### src/verilog/csc_pkg.sv
package csc_pkg;
  // command codes of the two calibration words
  localparam logic [7:0] CSC_CMD_GAIN = 8'h38;
  localparam logic [7:0] CSC_CMD_OFFSET = 8'h39;
  // fixed exponents: -16 for gain, -4 for offset
  localparam logic [4:0] CSC_GAIN_EXP = 5'h10;
  localparam logic [4:0] CSC_OFF_EXP = 5'h1c;
  // stored mantissa widths (writable bits only)
  localparam int CSC_GAIN_MW = 9;
  localparam int CSC_OFF_MW = 7;
  // field positions inside the 16-bit word
  localparam int CSC_EXP_LSB = 11;
  localparam int CSC_OFF_SIGN_BIT = 10;
  localparam int CSC_OFF_LOW_MSB = 5;
  // values after reset
  localparam logic [8:0] CSC_GAIN_RST = 9'h020;
  localparam logic [6:0] CSC_OFF_RST = 7'h00;
  // supported gain span, host side keeps to it
  localparam logic [8:0] CSC_GAIN_MIN = 9'h010;
  localparam logic [8:0] CSC_GAIN_MAX = 9'h1fc;
  // page bit positions and patterns
  localparam int CSC_PAGE_HI_BIT = 7;
  localparam int CSC_PAGE_LO_BIT = 0;
  localparam logic [1:0] CSC_PG_CH1 = 2'h0;
  localparam logic [1:0] CSC_PG_CH2 = 2'h1;
  localparam logic [1:0] CSC_PG_BOTH = 2'h3;

  // one channel's calibration state
  typedef struct packed {
    logic [8:0] gain;
    logic [6:0] off;
  } csc_cal_s;

  // one command from the host interface logic
  typedef struct packed {
    logic [7:0] code;
    logic [7:0] page;
    logic [15:0] data;
  } csc_cmd_s;

  localparam csc_cal_s CSC_CAL_RST = '{gain: CSC_GAIN_RST, off: CSC_OFF_RST};

  // page decode result
  typedef enum {CSC_TGT_CH1, CSC_TGT_CH2, CSC_TGT_BOTH, CSC_TGT_BAD} csc_tgt_e;
endpackage
### src/verilog/csc_cal_field.sv
`timescale 1ns/1ps
`default_nettype none
module csc_cal_field
  import csc_pkg::*;
(
  input wire logic [15:0] wr_data_i, // word written by the host
  input wire csc_cal_s cal_i, // stored state to read back
  output logic [8:0] gain_mant_o, // writable gain bits of wr_data_i
  output logic [6:0] off_mant_o, // writable offset bits of wr_data_i
  output logic [15:0] gain_word_o, // gain word as the host sees it
  output logic [15:0] off_word_o // offset word as the host sees it
);
  // only the writable mantissa bits are kept, the rest is dropped
  assign gain_mant_o = wr_data_i[CSC_GAIN_MW-1:0];
  // sign plus six low bits; bits 9:6 are not stored, so big values alias
  assign off_mant_o = {wr_data_i[CSC_OFF_SIGN_BIT],
                       wr_data_i[CSC_OFF_LOW_MSB:0]};

  // readback: exponent is a constant, never a stored bit
  assign gain_word_o = {CSC_GAIN_EXP, 2'h0, cal_i.gain};
  // five top mantissa bits all mirror the sign
  assign off_word_o = {CSC_OFF_EXP, {4{cal_i.off[CSC_OFF_MW-1]}},
                       cal_i.off};
endmodule
`default_nettype wire

### src/verilog/csc_cal_regs.sv
`timescale 1ns/1ps
`default_nettype none
module csc_cal_regs
  import csc_pkg::*;
#(
  parameter int IW = 16 // current word width
) (
  input wire logic CORE_CLK_I, // core clock, 125 MHz
  input wire logic RST_B_I, // async reset, active low
  input wire csc_cmd_s CMD_I, // code, page and write data
  input wire logic WR_STB_I, // write request, one cycle
  input wire logic RD_STB_I, // read request, one cycle
  input wire logic CH2_MASTER_I, // channel two runs as master
  input wire logic CLEAR_FAULTS_I, // clears the fault flag
  input wire logic NV_LOAD_I, // restore from nonvolatile store
  input wire csc_cal_s NV_CH1_I, // stored channel one values
  input wire csc_cal_s NV_CH2_I, // stored channel two values
  input wire logic [1:0][IW-1:0] IOUT_RAW_I, // raw current per channel
  input wire logic [1:0][IW-1:0] OC_FAULT_I, // raw fault threshold
  input wire logic [1:0][IW-1:0] OC_WARN_I, // raw warning threshold
  output logic [15:0] RD_DATA_O, // read word
  output logic RD_VALID_O, // read answer, one cycle
  output logic ACK_O, // write taken, one cycle
  output logic NACK_O, // request refused, one cycle
  output logic IVC_FAULT_O, // invalid-command fault, sticky
  output logic SMB_ALERT_O, // alert request, active high
  output csc_cal_s CH1_CAL_O, // channel one values in use
  output csc_cal_s CH2_CAL_O, // channel two values in use
  output logic [1:0][IW-1:0] IOUT_CORR_O, // corrected current
  output logic [1:0][IW-1:0] OC_FAULT_CORR_O, // corrected fault threshold
  output logic [1:0][IW-1:0] OC_WARN_CORR_O // corrected warning threshold
);

  // command decode
  logic is_gain; // request names the gain word
  logic is_off; // request names the offset word
  logic is_cal; // request is for this block
  logic [1:0] page_sel; // page bits 7 and 0
  csc_tgt_e tgt; // decoded target

  assign is_gain = (CMD_I.code == CSC_CMD_GAIN);
  assign is_off = (CMD_I.code == CSC_CMD_OFFSET);
  assign is_cal = is_gain || is_off;
  assign page_sel = {CMD_I.page[CSC_PAGE_HI_BIT], CMD_I.page[CSC_PAGE_LO_BIT]};

  // page pattern to channel copy; 10 is not a legal pattern
  always_comb begin
    case (page_sel)
      CSC_PG_CH1: tgt = CSC_TGT_CH1;
      CSC_PG_CH2: tgt = CSC_TGT_CH2;
      CSC_PG_BOTH: tgt = CSC_TGT_BOTH;
      default: tgt = CSC_TGT_BAD;
    endcase
  end

  // write acceptance
  logic wr_req; // write to one of our words
  logic hits_ch2; // target includes channel two
  logic hits_ch1; // target includes channel one
  logic slave_hit; // write reaches a slave channel
  logic wr_ok_ch1; // write lands in channel one
  logic wr_ok_ch2; // write lands in channel two
  logic wr_bad; // write refused
  logic rd_req; // read of one of our words
  logic rd_bad; // read on illegal page

  assign wr_req = WR_STB_I && is_cal;
  assign rd_req = RD_STB_I && is_cal;
  assign hits_ch1 = (tgt == CSC_TGT_CH1) || (tgt == CSC_TGT_BOTH);
  assign hits_ch2 = (tgt == CSC_TGT_CH2) || (tgt == CSC_TGT_BOTH);
  // a both-channel write while slave is refused whole, so the pair
  // never ends up half written
  assign slave_hit = wr_req && hits_ch2 && !CH2_MASTER_I;
  assign wr_ok_ch1 = wr_req && hits_ch1 && !slave_hit;
  assign wr_ok_ch2 = wr_req && hits_ch2 && !slave_hit;
  assign wr_bad = slave_hit || (wr_req && (tgt == CSC_TGT_BAD));
  assign rd_bad = rd_req && (tgt == CSC_TGT_BAD);

  // stored state per channel
  csc_cal_s ch1_reg; // channel one copy
  csc_cal_s ch2_reg; // channel two copy
  csc_cal_s ch2_eff; // channel two as used
  csc_cal_s rd_cal; // copy selected for readback
  logic [8:0] wr_gain; // writable gain bits
  logic [6:0] wr_off; // writable offset bits
  logic [15:0] gain_word; // gain readback word
  logic [15:0] off_word; // offset readback word

  // a slave channel two follows channel one, its own copy is kept
  assign ch2_eff = CH2_MASTER_I ? ch2_reg : ch1_reg;
  // page 11 reads return channel one
  assign rd_cal = (tgt == CSC_TGT_CH2) ? ch2_eff : ch1_reg;

  // field shaping and readback words
  csc_cal_field u_field (
    .wr_data_i(CMD_I.data),
    .cal_i(rd_cal),
    .gain_mant_o(wr_gain),
    .off_mant_o(wr_off),
    .gain_word_o(gain_word),
    .off_word_o(off_word)
  );

  // channel one copy: reset defaults, nonvolatile restore, host write
  always_ff @(posedge CORE_CLK_I or negedge RST_B_I) begin
    if (!RST_B_I) begin
      ch1_reg <= CSC_CAL_RST;
    end else if (NV_LOAD_I) begin
      ch1_reg <= NV_CH1_I;
    end else if (wr_ok_ch1) begin
      // only the named word changes; exponents are never stored
      if (is_gain) begin
        ch1_reg.gain <= wr_gain;
      end else begin
        ch1_reg.off <= wr_off;
      end
    end
  end

  // channel two copy, same shape as channel one
  always_ff @(posedge CORE_CLK_I or negedge RST_B_I) begin
    if (!RST_B_I) begin
      ch2_reg <= CSC_CAL_RST;
    end else if (NV_LOAD_I) begin
      ch2_reg <= NV_CH2_I;
    end else if (wr_ok_ch2) begin
      if (is_gain) begin
        ch2_reg.gain <= wr_gain;
      end else begin
        ch2_reg.off <= wr_off;
      end
    end
  end

  // values handed to the rest of the controller, registered
  always_ff @(posedge CORE_CLK_I or negedge RST_B_I) begin
    if (!RST_B_I) begin
      CH1_CAL_O <= CSC_CAL_RST;
      CH2_CAL_O <= CSC_CAL_RST;
    end else begin
      CH1_CAL_O <= ch1_reg;
      CH2_CAL_O <= ch2_eff;
    end
  end

  // read path: answer one cycle after the strobe
  always_ff @(posedge CORE_CLK_I or negedge RST_B_I) begin
    if (!RST_B_I) begin
      RD_DATA_O <= '0;
      RD_VALID_O <= 1'b0;
    end else begin
      RD_VALID_O <= rd_req && !rd_bad;
      if (rd_req && !rd_bad) begin
        RD_DATA_O <= is_gain ? gain_word : off_word;
      end
    end
  end

  // write answer: ack or nack, one cycle after the strobe
  always_ff @(posedge CORE_CLK_I or negedge RST_B_I) begin
    if (!RST_B_I) begin
      ACK_O <= 1'b0;
      NACK_O <= 1'b0;
    end else begin
      ACK_O <= wr_ok_ch1 || wr_ok_ch2;
      NACK_O <= wr_bad || rd_bad;
    end
  end

  // invalid-command fault: sticky, set wins over a clear in the
  // same cycle so a refused write is never lost
  logic ivc_next; // next fault flag

  assign ivc_next = (IVC_FAULT_O && !CLEAR_FAULTS_I) || wr_bad;

  always_ff @(posedge CORE_CLK_I or negedge RST_B_I) begin
    if (!RST_B_I) begin
      IVC_FAULT_O <= 1'b0;
      SMB_ALERT_O <= 1'b0;
    end else begin
      IVC_FAULT_O <= ivc_next;
      SMB_ALERT_O <= ivc_next;
    end
  end

  // offset correction per channel, using the values in use
  logic [1:0][6:0] off_use; // offset in use per channel

  assign off_use[0] = ch1_reg.off;
  assign off_use[1] = ch2_eff.off;

  for (genvar c = 0; c < 2; c++) begin : g_ch
    csc_offset_apply #(.IW(IW)) u_apply (
      .clk_i(CORE_CLK_I),
      .rst_b_i(RST_B_I),
      .off_i(off_use[c]),
      .raw_i(IOUT_RAW_I[c]),
      .fault_i(OC_FAULT_I[c]),
      .warn_i(OC_WARN_I[c]),
      .raw_o(IOUT_CORR_O[c]),
      .fault_o(OC_FAULT_CORR_O[c]),
      .warn_o(OC_WARN_CORR_O[c])
    );
  end

  // helper: low during reset and in the first cycle after reset release only
  logic rst_seen_reg; // set once a clock edge has passed

  always_ff @(posedge CORE_CLK_I or negedge RST_B_I) begin
    if (!RST_B_I) begin
      rst_seen_reg <= 1'b0;
    end else begin
      rst_seen_reg <= 1'b1;
    end
  end
endmodule
`default_nettype wire

### src/verilog/csc_offset_apply.sv
`timescale 1ns/1ps
`default_nettype none
module csc_offset_apply
  import csc_pkg::*;
#(
  parameter int IW = 16 // current word width
) (
  input wire logic clk_i, // core clock
  input wire logic rst_b_i, // async reset, active low
  input wire logic [6:0] off_i, // signed offset, 62.5 mA counts
  input wire logic [IW-1:0] raw_i, // raw output current
  input wire logic [IW-1:0] fault_i, // raw overcurrent fault threshold
  input wire logic [IW-1:0] warn_i, // raw overcurrent warning threshold
  output logic [IW-1:0] raw_o, // corrected current
  output logic [IW-1:0] fault_o, // corrected fault threshold
  output logic [IW-1:0] warn_o // corrected warning threshold
);
  logic [IW-1:0] off_ext; // offset widened by sign

  assign off_ext = {{(IW-CSC_OFF_MW){off_i[CSC_OFF_MW-1]}}, off_i};

  // one offset corrects all three quantities; sums wrap at IW bits
  always_ff @(posedge clk_i or negedge rst_b_i) begin
    if (!rst_b_i) begin
      raw_o <= '0;
      fault_o <= '0;
      warn_o <= '0;
    end else begin
      raw_o <= raw_i + off_ext;
      fault_o <= fault_i + off_ext;
      warn_o <= warn_i + off_ext;
    end
  end
endmodule
`default_nettype wire

### config.mk
export PLATFORM = sky130hd
export DESIGN_NAME = csc_cal_regs
export DESIGN_NICKNAME = d
export VERILOG_FILES = /design/src/verilog/csc_pkg.sv /design/src/verilog/csc_cal_field.sv /design/src/verilog/csc_cal_regs.sv /design/src/verilog/csc_offset_apply.sv
export SDC_FILE = /design/constraint.sdc
export NUM_CORES = 1
export LEC_CHECK = 0
export ABC_AREA = 1
export BUFFER_PORTS_ARGS = -buffer_cell sky130_fd_sc_hd__buf_2
export CORE_MARGIN = 4
export CORE_UTILIZATION = 53
export DETAILED_ROUTE_END_ITERATION = 8
export GPL_TIMING_DRIVEN = 0
export PLACE_DENSITY_LB_ADDON = 0.12
export SLEW_MARGIN = 30
export SYNTH_ARGS = -nofsm -noshare
export SYNTH_HDL_FRONTEND = slang
export SYNTH_HIERARCHICAL = 1
export SYNTH_SLANG_ARGS = --single-unit
### constraint.sdc
create_clock -name CORE_CLK_I -period 9.7 [get_ports CORE_CLK_I]
set_input_delay 0.97 -clock CORE_CLK_I [delete_from_list [all_inputs] [get_ports CORE_CLK_I]]
set_output_delay 0.97 -clock CORE_CLK_I [all_outputs]
set_load 0.005 [all_outputs]
[Word-level counts from Yosys, hierarchy flattened]
Cells that the tools add are included.
Word-level totals
  output and inout port bits: 149
  ROM bits: 0
  memories kept: 0
  memory bits (writable): 0
  latch bits: 0
  register bits: 180
Operators by class
  reductions and logical operators: 31
  $lt $le $gt $ge: 0
  bitwise operators: 0
  multipliers: 0
  div/mod/pow operators: 0
  muxes and demuxes: 10
  shift operators: 0
  add/sub/neg operators: 6
  eq/ne operators: 8
Operator list (count)
  16-bit adder: 6
  16-bit 2-to-1 mux: 6
  32-bit by 3-bit equality test with 1-bit output (second input constant): 2
  32-bit by 2-bit equality test with 1-bit output (second input constant): 1
  32-bit logical NOT: 1
  8-bit by 6-bit equality test with 1-bit output (second input constant): 2
  15-bit 2-to-1 mux: 1
  1-bit logical AND: 11
  9-bit 2-to-1 mux: 1
  2-bit AND reduction: 4
  1-bit logical OR: 7
  7-bit 2-to-1 mux: 1
  2-bit case mux with 3 select lines: 1
  2-bit nonzero test: 3
  1-bit logical NOT: 4
  2-bit by 1-bit equality test with 1-bit output (second input constant): 1
  2-bit equality test (second input constant): 1
  2-bit logical NOT: 1
  2-bit inequality test (second input constant): 1

[Depth between registers and ports, before layout]
Gate-level depths: netlist (run 1).
  depth in word-level cells: 10
  gate-level depth with buffers: 14

[Modules after synthesis]
The synthesis (run 1) kept the hierarchy.
Modules (own cells, without submodules)
  csc_offset_apply at g_ch[0].u_apply: area each 3982.6 um^2, instances 1, cells each 574
  csc_cal_regs: area each 3940.0 um^2, instances 1, cells each 484
  csc_offset_apply at g_ch[1].u_apply: area each 3926.3 um^2, instances 1, cells each 577
  csc_cal_field: area each 367.9 um^2, instances 1, cells each 50

[Worst setup path after synthesis (run 1)]
Ideal clock, no wire load.
  kind: in2reg
  start: input port CH2_MASTER_I
  end: register g_ch[1].u_apply.fault_o[13]
  slack: 4.962 ns
  cell stages on the path: 12
  arrival: 4.621 ns
  cell sequence: buf_2 clkbuf_1 o21ai_0 ha_1 nand2_1 inv_1 nand2_1 nand2_1 a21oi_1 nand2_1 nand2_1 nand2_1
RTL lines
  from (decl): line csc_cal_regs.sv:13  | input wire logic CH2_MASTER_I,
  to (signal assigned): line csc_offset_apply.sv:30  | fault_o <= fault_i + off_ext;
  to (decl): line csc_offset_apply.sv:15  | output logic [IW-1:0] fault_o,

==> flow_summary.ini, run 1 <==
[detailed_routing]
wl_per_cell_microns = 13.99
drtIter0Drc = 523
wirelength_mm = 32.34
dr_total_vias = 11190
ant_nets = 0
drc = 0
vias_per_cell = 4.839
dr.pass1.iters = 5

[layout]
design_area_sq_um = 14810
reg.largest.list = g_ch.u_apply/fault_o: 32 flops, g_ch.u_apply/raw_o: 32 flops, g_ch.u_apply/warn_o: 32 flops
drive_gt1_share_pct = 24.02
seq_area_sq_um = 4511
layout.nets = 2276
syn_to_final_growth_pct = 21.26
n_fill_cell = 2036
postLayoutCoreUtil_pct = 65.43
multi_input_area_sq_um = 6251

[timing]
fmax_mhz = 338.1
tightest_slew_ns = 0.8207
setup-violations-final = 0
slew_headroom_pct = 44.92
hold_viol = 0
rsz0062_at_grt = false
finClkSkew_ns = 0.01347
finalSetupTns_ns = 0
slew_viol_final = 0
timing.final.crit_period_ns = 2.958
period_share_pct = 30.49

[place]
dpl.hpwl_mm = 25.69
port_buffers = 292
dpl_cell_area_sq_um = 14180
globalplace.congestion = 0.9124

[synthesis]
synth.top_cells.by_count = nand2_1, inv_1, dfrtp_1, ha_1, nand3_1
synthDistinctLibCells = 40
async_flop_share_pct = 100.0
yosys.area.top_type = dfrtp_1
synth_top_area_share_pct = 36.05
ys.flop_type = dfrtp_1
synth_area_per_cell_sq_um = 7.250
synth-edff-count = 0
post-synth-top-count-cell = nand2_1
synth_area_sq_um = 12220
yosysWarningCount = 6
ys_ff_latch = 180
synth_cells = 1685
synthTopCellsByArea = dfrtp_1, nand2_1, ha_1
seq_area_frac_synth_pct = 36.91

[grt]
grt_overflow_total = 0
grt_pass1_vias = 11290
grt_pass1_wl_mm = 53.27
antenna_found_initial = 8
grt_max_degree = 78
track_usage_pct = 25.39

[worst_setup_path]
r2r-end = g_ch[1].u_apply/warn_o[11]
timing.rr.start = ch1_reg[6]
worstPathRequired_ns = 10.02
rrSetupSlack_ns = 6.74
r2r_cells = 12
crit_path_start_kind = register
critPathArrivalTime_ns = 3.28
worst_setup_path_end_kind = register
cp-startpoint = ch1_reg[6]
endpoint = g_ch[1].u_apply/warn_o[11]
critPathKind = reg2reg
cp_max_fo = 33

[hold_path]
worstHoldStart = ch1_reg[12]
min_path_type = reg2reg

[floorplan]
dieWidth_microns = 159.8
rows = 55
die-area_sq_um = 25540
core_area_sq_um = 22640
die_h_microns = 159.8
io_pins = 316
initial_core_util_pct = 53.96

[pwr]
ir_drop_uv = 104.1
power_w = 0.002541
leakage_nw = 8.956
power_density_nw_per_um2 = 171.5

[cts]
postCtsSetupBuffers = 0
clock-sinks = 180
cts_buffer_depth = 2
path_clk_slew_ns = 0.07
cts_tree = built
post_cts_resized = 0
cts_hold_buffers = 0
htree_levels = 4
numCtsBuffers = 17
insertion_delay_ns = 0.43
cts-root-buf = clkbuf_16

[flow_run]
cap_violations = 0

[outcome]
status = complete, no violations
## kinds of logic after synthesis
| logic type | after synthesis | share of synthesized area [%] |
|---|---|---|
| and+or+nand+nor | 891 | 31.18 |
| buffers and inverters | 343 | 12.32 |
| DFF | 180 | 36.91 |
| AOI/OAI and AO/OA | 122 | 5.582 |
| adders and majority gates | 99 | 10.51 |
| xor gates and xnor gates | 48 | 3.441 |
| other | 2 | 0.06147 |
## worst max-delay path, stage by stage, from the launching register on
cell and delay (ns):
dfrtp_2 0.87, inv_1 0.25, o21ai_4 0.48, buf_16 0.23
ha_1 0.31, nand2_1 0.11, inv_1 0.06, a21oi_1 0.16
nand2_1 0.13, nand2_1 0.10, nand2_1 0.05, nand2_1 0.05
nand2_1 0.04
## how the worst min path moves through the flow
stage | to | slack [ns] | cells past startpoint
finish | CH1_CAL_O[12] | 0.38 | 0
global route | CH1_CAL_O[12] | 0.39 | 0
CTS | CH1_CAL_O[12] | 0.38 | 0
detailed placement | CH1_CAL_O[12] | 0.37 | 0
global placement | CH1_CAL_O[12] | 0.37 | 0
floorplan | CH1_CAL_O[12] | 0.36 | 0
## metrics by stage
step / hold slack, ns / setup slack (ns) / std cells
6_report: 0.3785 / 6.742 / 2312
3_5_place_dp: 0.3687 / 6.411 / 2276
5_1_grt: 0.3895 / 6.528 / 2312
3_3_place_gp: 0.3706 / 3.299 / 2272
2_1_floorplan: 0.3606 / 4.962 / 1695
4_1_cts: 0.3799 / 6.717 / 2308
## per-layer routing
layer  global-route usage (%)  vias to the layer above  wire length (microns)
met5                        0                        -                     53
met4                    8.760                        8                    992
met3                    6.426                       62                   2091
met2                    44.33                      282                  15600
met1                    30.65                     5071                  13600
li1                         -                     5764                      -
## cells in the final DEF (no fill, tap or decap), types with 39 or more instances in the layout
master | netlist | routed
buf_2 | 3 | 294
nor2_1 | 60 | 60
inv_1 | 253 | 253
nand2_1 | 669 | 669
nand3_1 | 82 | 82
dfrtp_1 | 176 | 175
buf_4 | 51 | 52
ha_1 | 93 | 93
o21ai_0 | 46 | 39
a21oi_1 | 47 | 47
## power breakdown
| group | total (W) | internal (W) | switching, W | leakage [nW] |
|---|---|---|---|---|
| clock network | 0.000731 | 0.000429 | 0.000301 | 0.298 |
| registers | 0.000964 | 0.000901 | 0.0000632 | 2.20 |
| logic | 0.000846 | 0.000349 | 0.000497 | 6.46 |
| total | 0.00254 | 0.00168 | 0.000861 | 8.96 |
## area by class of cell
type	count	area share, %
tap	285	2.407
multi-input combinational	1172	42.20
clock buffer	22	3.201
clock inverter	10	0.9797
timing repair buffer	296	10.54
sequential	180	30.45
buffer	70	3.243
inverter	273	6.917
antenna	4	0.06757
(Power assumes the default switching activity.)
==> run 2, diff against run 1 <==
CORE_UTILIZATION = 49   (was 53)
clock period = 2.6 ns   (was 9.7 ns; I/O delays follow)
==> run 2 against run 1 <==
Compared with the run above:
- non-clock buffer count is 6 higher
- maximum frequency up 23%
- sequential share of layout area down 0.21 points
- core utilization is 4.2 points lower
- total power increased to 3.7 times the previous value
- design area rose by 0.79%
- clock power increased to 3.6 times the previous value
- register-to-register slack lost 6.6 ns
- largest cell class unchanged
- largest power group unchanged
==> flow_summary.ini, run 2 (synthesis results as in run 1) <==
[layout]
final_cell_mix = nand2_1, buf_2, inv_1
layout.cells.most_common = nand2_1
drive_gt1_share_pct = 24.49
instances_no_fill = 2357
design_area_sq_um = 14930
postLayoutCoreUtil_pct = 61.21
reg.largest.list = g_ch.u_apply/fault_o: 32 flops, g_ch.u_apply/raw_o: 32 flops, g_ch.u_apply/warn_o: 32 flops
syn_to_final_growth_pct = 22.21
layout.nets = 2282

[worst_setup_path]
worstPathRequired_ns = 2.91
max_stage_delay_ns = 0.61
worst_path_dominant_cell_family = compound AO/OA/AOI/OAI gates
endpoint = g_ch[1].u_apply/fault_o[14]
r2r-end = g_ch[1].u_apply/fault_o[14]
critPathArrivalTime_ns = 2.72
worst_setup_path_end_kind = register
cp_max_fo = 20
critical_path_buf_inv_count = 2
worstPathCellList = inv_1 > o21ai_4 > buf_16 > ha_1 > a21oi_1 > nand2_1 > a21oi_1 > nand2_1 > nand2_1 > nand2_1
rrSetupSlack_ns = 0.19
crit_path_start_kind = register
timing.rr.start = ch1_reg[6]
r2r_cells = 10
slowest_stage = dfrtp_4
critPathKind = reg2reg
cp.depth = 10
cp-startpoint = ch1_reg[6]
crit_top_cell = nand2_1

[cts]
cts_buffer_depth = 2
path_clk_slew_ns = 0.07
cts-root-buf = clkbuf_16
insertion_delay_ns = 0.43
numCtsBuffers = 17
cts_tree = built
clock-sinks = 180
htree_levels = 4

[timing]
timing.final.crit_period_ns = 2.414
tightest_slew_ns = 0.8155
period_share_pct = 92.85
hold_viol = 0
slew_viol_final = 0
rsz0062_at_grt = false
fmax_mhz = 414.2
finClkSkew_ns = 0.01428
slew_headroom_pct = 45.06
setup-violations-final = 0

[detailed_routing]
drtIter0Drc = 540
drc = 0
dr.pass1.iters = 5
dr_total_vias = 11070
ant_nets = 0
wirelength_mm = 32.30
vias_per_cell = 4.696
wl_per_cell_microns = 13.70

[pwr]
power_w = 0.009414
ir_drop_uv = 321.1
leakage_nw = 8.998
power_density_nw_per_um2 = 630.5

[place]
port_buffers = 292
dpl.hpwl_mm = 25.96
dpl_cell_area_sq_um = 14230
globalplace.congestion = 0.8955
place_inst = 2315

[floorplan]
initial_core_util_pct = 50.09
io_pins = 316
core_area_sq_um = 24390
dieWidth_microns = 165.9
rows = 57
die_h_microns = 165.9
die-area_sq_um = 27520

[grt]
grt_pass1_wl_mm = 52.90
grt_pass1_vias = 10900
track_usage_pct = 23.35
grt_max_degree = 75
grt_overflow_total = 0
antenna_found_initial = 7

[hold_path]
min_path_type = in2reg
hold_depth = 2
worstHoldStart = OC_WARN_I[0]

[flow_run]
cap_violations = 0

[outcome]
status = complete, no violations
==> run 2: where the power goes <==
group          switching [W]  total, W  internal [W]
registers           0.000226   0.00359       0.00336
clock network        0.00113   0.00265       0.00152
logic                0.00186   0.00318       0.00132
total                0.00321   0.00941       0.00620
==> run 2: worst min path at each step <==
stage                                 to
5_1_grt        g_ch[0].u_apply/warn_o[0]
3_3_place_gp               CH1_CAL_O[12]
6_report       g_ch[0].u_apply/warn_o[0]
4_1_cts        g_ch[0].u_apply/warn_o[0]
3_5_place_dp               RD_DATA_O[14]
2_1_floorplan                      ACK_O
==> run 2: per-stage QoR <==
step | worst slack, ns | setup TNS (ns) | hold slack, ns
3_5_place_dp | -0.3805 | -6.585 | 0.2285
2_1_floorplan | 0.1042 | 0 | -0.03559
4_1_cts | 0.01651 | 0 | 0.01832
3_3_place_gp | -1.941 | -304.27 | 0.3713
6_report | 0.1858 | 0 | 0.04091
5_1_grt | 0.0001257 | 0 | 0.02731
==> run 2: layout make-up <==
cell class | instances | area (sq um)
Timing Repair Buffer | 302 | 1627
Multi-Input combinational cell | 1172 | 6266
Antenna cell | 4 | 10.01
Inverter | 273 | 1025
Sequential cell | 180 | 4514
Tap cell | 324 | 405.4
Fill cell | 2334 | 9460
Clock inverter | 11 | 122.6
Buffer | 70 | 480.5
Clock buffer | 21 | 480.5
==> run 2: repair_timing <==
| item | CTS | global route |
|---|---|---|
| hold buffers | 2 | 0 |
| cloned | 0 | 0 |
| pin swaps | 1 | 0 |
| buffers inserted | 3 | 1 |
| setup endpoints to repair | 27 | 27 |
| hold endpoints to repair | 56 | 0 |
| gates resized for setup | 2 | 5 |
==> run 2: metal layers <==
metal	global-route usage [%]	vias to the layer above	share of wire, %
met4	7.712	8	2.7
li1	-	5780	-
met1	28.28	4943	42
met2	40.27	283	48
met3	6.546	55	6.8
met5	0	-	0.15
==> run 3, diff against run 2 <==
CORE_UTILIZATION = 48   (was 49)
SYNTH_HIERARCHICAL = not set   (was 1)
==> run 3 against run 2 <==
Compared with the run above:
- maximum frequency is 0.73% higher
- clock power hardly changed
- first-iteration DRC count is 11% lower
- count of clock-buffer cells in the layout is 4 lower
- global-route usage is 0.11 points higher
- sequential power hardly changed
- sequential cell count is 4 lower
- routed wire length is 9.0% lower
- synthesized cell count is 23% lower
==> flow_summary.ini, run 3 <==
[floorplan]
initial_core_util_pct = 48.79
core_area_sq_um = 21820
die-area_sq_um = 24630
rows = 54
dieWidth_microns = 156.9
io_pins = 316
die_h_microns = 156.9

[grt]
grt_max_degree = 91
grt_overflow_total = 0
grt_pass1_vias = 9165
grt_pass1_wl_mm = 45.64
track_usage_pct = 23.46
antenna_found_initial = 2

[synthesis]
post-synth-top-count-cell = nand2_1
yosys.area.top_type = dfrtp_1
synthDistinctLibCells = 37
synth_cells = 1296
yosysWarningCount = 0
synth_area_per_cell_sq_um = 8.216
async_flop_share_pct = 100.0
ys.flop_type = dfrtp_1
synthTopCellsByArea = dfrtp_1, nand2_1, ha_1
synth_area_sq_um = 10650
seq_area_frac_synth_pct = 41.41
synth-edff-count = 0
synth_top_area_share_pct = 40.42
synth.top_cells.by_count = nand2_1, dfrtp_1, inv_1, nand3_1
ys_ff_latch = 176

[hold_path]
hold_depth = 2
min_path_type = in2reg

[detailed_routing]
vias_per_cell = 5.023
dr.pass1.iters = 5
ant_nets = 0
drc = 0
wl_per_cell_microns = 15.28
dr_total_vias = 9664
drtIter0Drc = 478
wirelength_mm = 29.40

[timing]
finalSetupTns_ns = 0
hold_viol = 0
tightest_slew_ns = 0.4999
rsz0062_at_grt = false
setup-violations-final = 0
timing.final.crit_period_ns = 2.397
whs_ns = 0.04323
fmax_mhz = 417.3
finClkSkew_ns = 0.01443
period_share_pct = 92.18
slew_viol_final = 0
slew_headroom_pct = 66.67

[cts]
numCtsBuffers = 17
htree_levels = 4
path_clk_slew_ns = 0.07
cts_buffer_depth = 2
insertion_delay_ns = 0.43
cts_tree = built
cts-root-buf = clkbuf_16
clock-sinks = 176

[layout]
seq_area_sq_um = 4415
instances_no_fill = 1924
multi_input_area_sq_um = 5697
drive_gt1_share_pct = 24.67
design_area_sq_um = 13390
reg.largest.list = g_ch.u_apply.fault_o: 32 flops, g_ch.u_apply.raw_o: 32 flops, g_ch.u_apply.warn_o: 32 flops
n_fill_cell = 1991
syn_to_final_growth_pct = 25.76
layout.cells.most_common = nand2_1
layout.nets = 1895
final_cell_mix = nand2_1, buf_2, dfrtp_1
postLayoutCoreUtil_pct = 61.36

[worst_setup_path]
max_stage_delay_ns = 0.40
slowest_stage = fa_1
critPathArrivalTime_ns = 2.73
worstPathCellList = inv_1 > o21ai_4 > buf_12 > ha_2 > inv_1 > fa_1 > inv_1 > nand3_1 > nand2_1 > nand2_1 > nand2_1 > nand3_1 > nand2_1 > xor2_1
worst_setup_path_end_kind = register
worstPathRequired_ns = 2.94
cp_max_fo = 5
critPathKind = reg2reg
crit_top_cell = nand2_1
r2r_cells = 14
crit_path_start_kind = register

[place]
place_inst = 1881
dpl.hpwl_mm = 23.38
dpl_cell_area_sq_um = 12610
port_buffers = 301
globalplace.congestion = 0.9255

[outcome]
status = complete, no violations

[pwr]
leakage_nw = 7.447
power_density_nw_per_um2 = 684.7
ir_drop_uv = 351.6

[flow_run]
cap_violations = 0
## run 3: cell types whose count changed after synthesis, moves of 27 or more
cell,before,now
inv_1,253,112
nand2_2,31,4
nand2_1,669,360
a21oi_1,47,93
buf_4,51,6
## run 3: worst paths after layout
check                                        endpoint  slack, ns     startpoint
max                        g_ch[1].u_apply.warn_o[10]       0.20     ch1_reg[0]
min                          g_ch[0].u_apply.raw_o[0]       0.04  IOUT_RAW_I[0]
max reg2reg                g_ch[1].u_apply.warn_o[10]       0.20     ch1_reg[0]
min reg2reg                             CH1_CAL_O[12]       0.39    ch1_reg[12]
max in group asynchronous               CH2_CAL_O[12]       1.74        RST_B_I
min in group asynchronous  g_ch[0].u_apply.warn_o[10]       0.21        RST_B_I
## run 3: repair_timing
item,in CTS,in global routing
gates cloned,0,0
hold endpoints to repair,173,0
hold buffers,2,0
setup buffers,2,6
resized for setup,6,6
endpoints found under the setup margin,36,15
pin swaps,1,2
## run 3: cells by family after synthesis
logic type / Yosys count / share of synthesized area [%]
other cells: 1 / 0.03522
fa+ha+maj: 99 / 12.06
buf+inv: 141 / 5.652
xor+xnor: 72 / 5.922
simple gates: 588 / 23.43
compound gates: 219 / 11.49
flops: 176 / 41.41
## run 3: routing by layer
layer / vias to the layer above / track usage, % / share of wire, % / routed length [microns]
li1: 4941 / - / - / -
met1: 4388 / 31.34 / 45 / 13280
met2: 297 / 39.31 / 47 / 13780
met3: 38 / 3.904 / 5.8 / 1713
met4: 0 / 7.273 / 2.1 / 627
met5: - / 0 / 0 / 0
## run 3: layout make-up
type | instances | area share, %
diodes | 2 | 0.03738
plain buffers | 24 | 1.205
clock buffers | 17 | 3.177
clock inverters | 15 | 1.411
inverters | 116 | 3.252
multi-input cells | 980 | 42.54
flip-flops and latches | 176 | 32.98
well taps | 280 | 2.616
repair buffers | 314 | 12.78
## run 3: per-stage QoR
stage / worst slack [ns] / total power (W)
3_3_place_gp: -1.736 / 0.006435
5_1_grt: 0.01435 / 0.009782
4_1_cts: 0.03503 / 0.009220
6_report: 0.2034 / 0.009168
3_5_place_dp: -0.5669 / 0.006497
2_1_floorplan: 0.02367 / 0.005250
## run 3: where the power goes
part | switching (W) | internal [W]
clock network | 0.00121 | 0.00147
registers | 0.000232 | 0.00333
logic | 0.00169 | 0.00124
## run 3: critical path: cells and delay by family (launching register included)
family	cells	cell delay, ns
compound gates	1	0.18
xor+xnor	1	0.20
fa+ha+maj	2	0.59
buf+inv	4	0.37
flops	1	0.38
simple gates	6	0.57
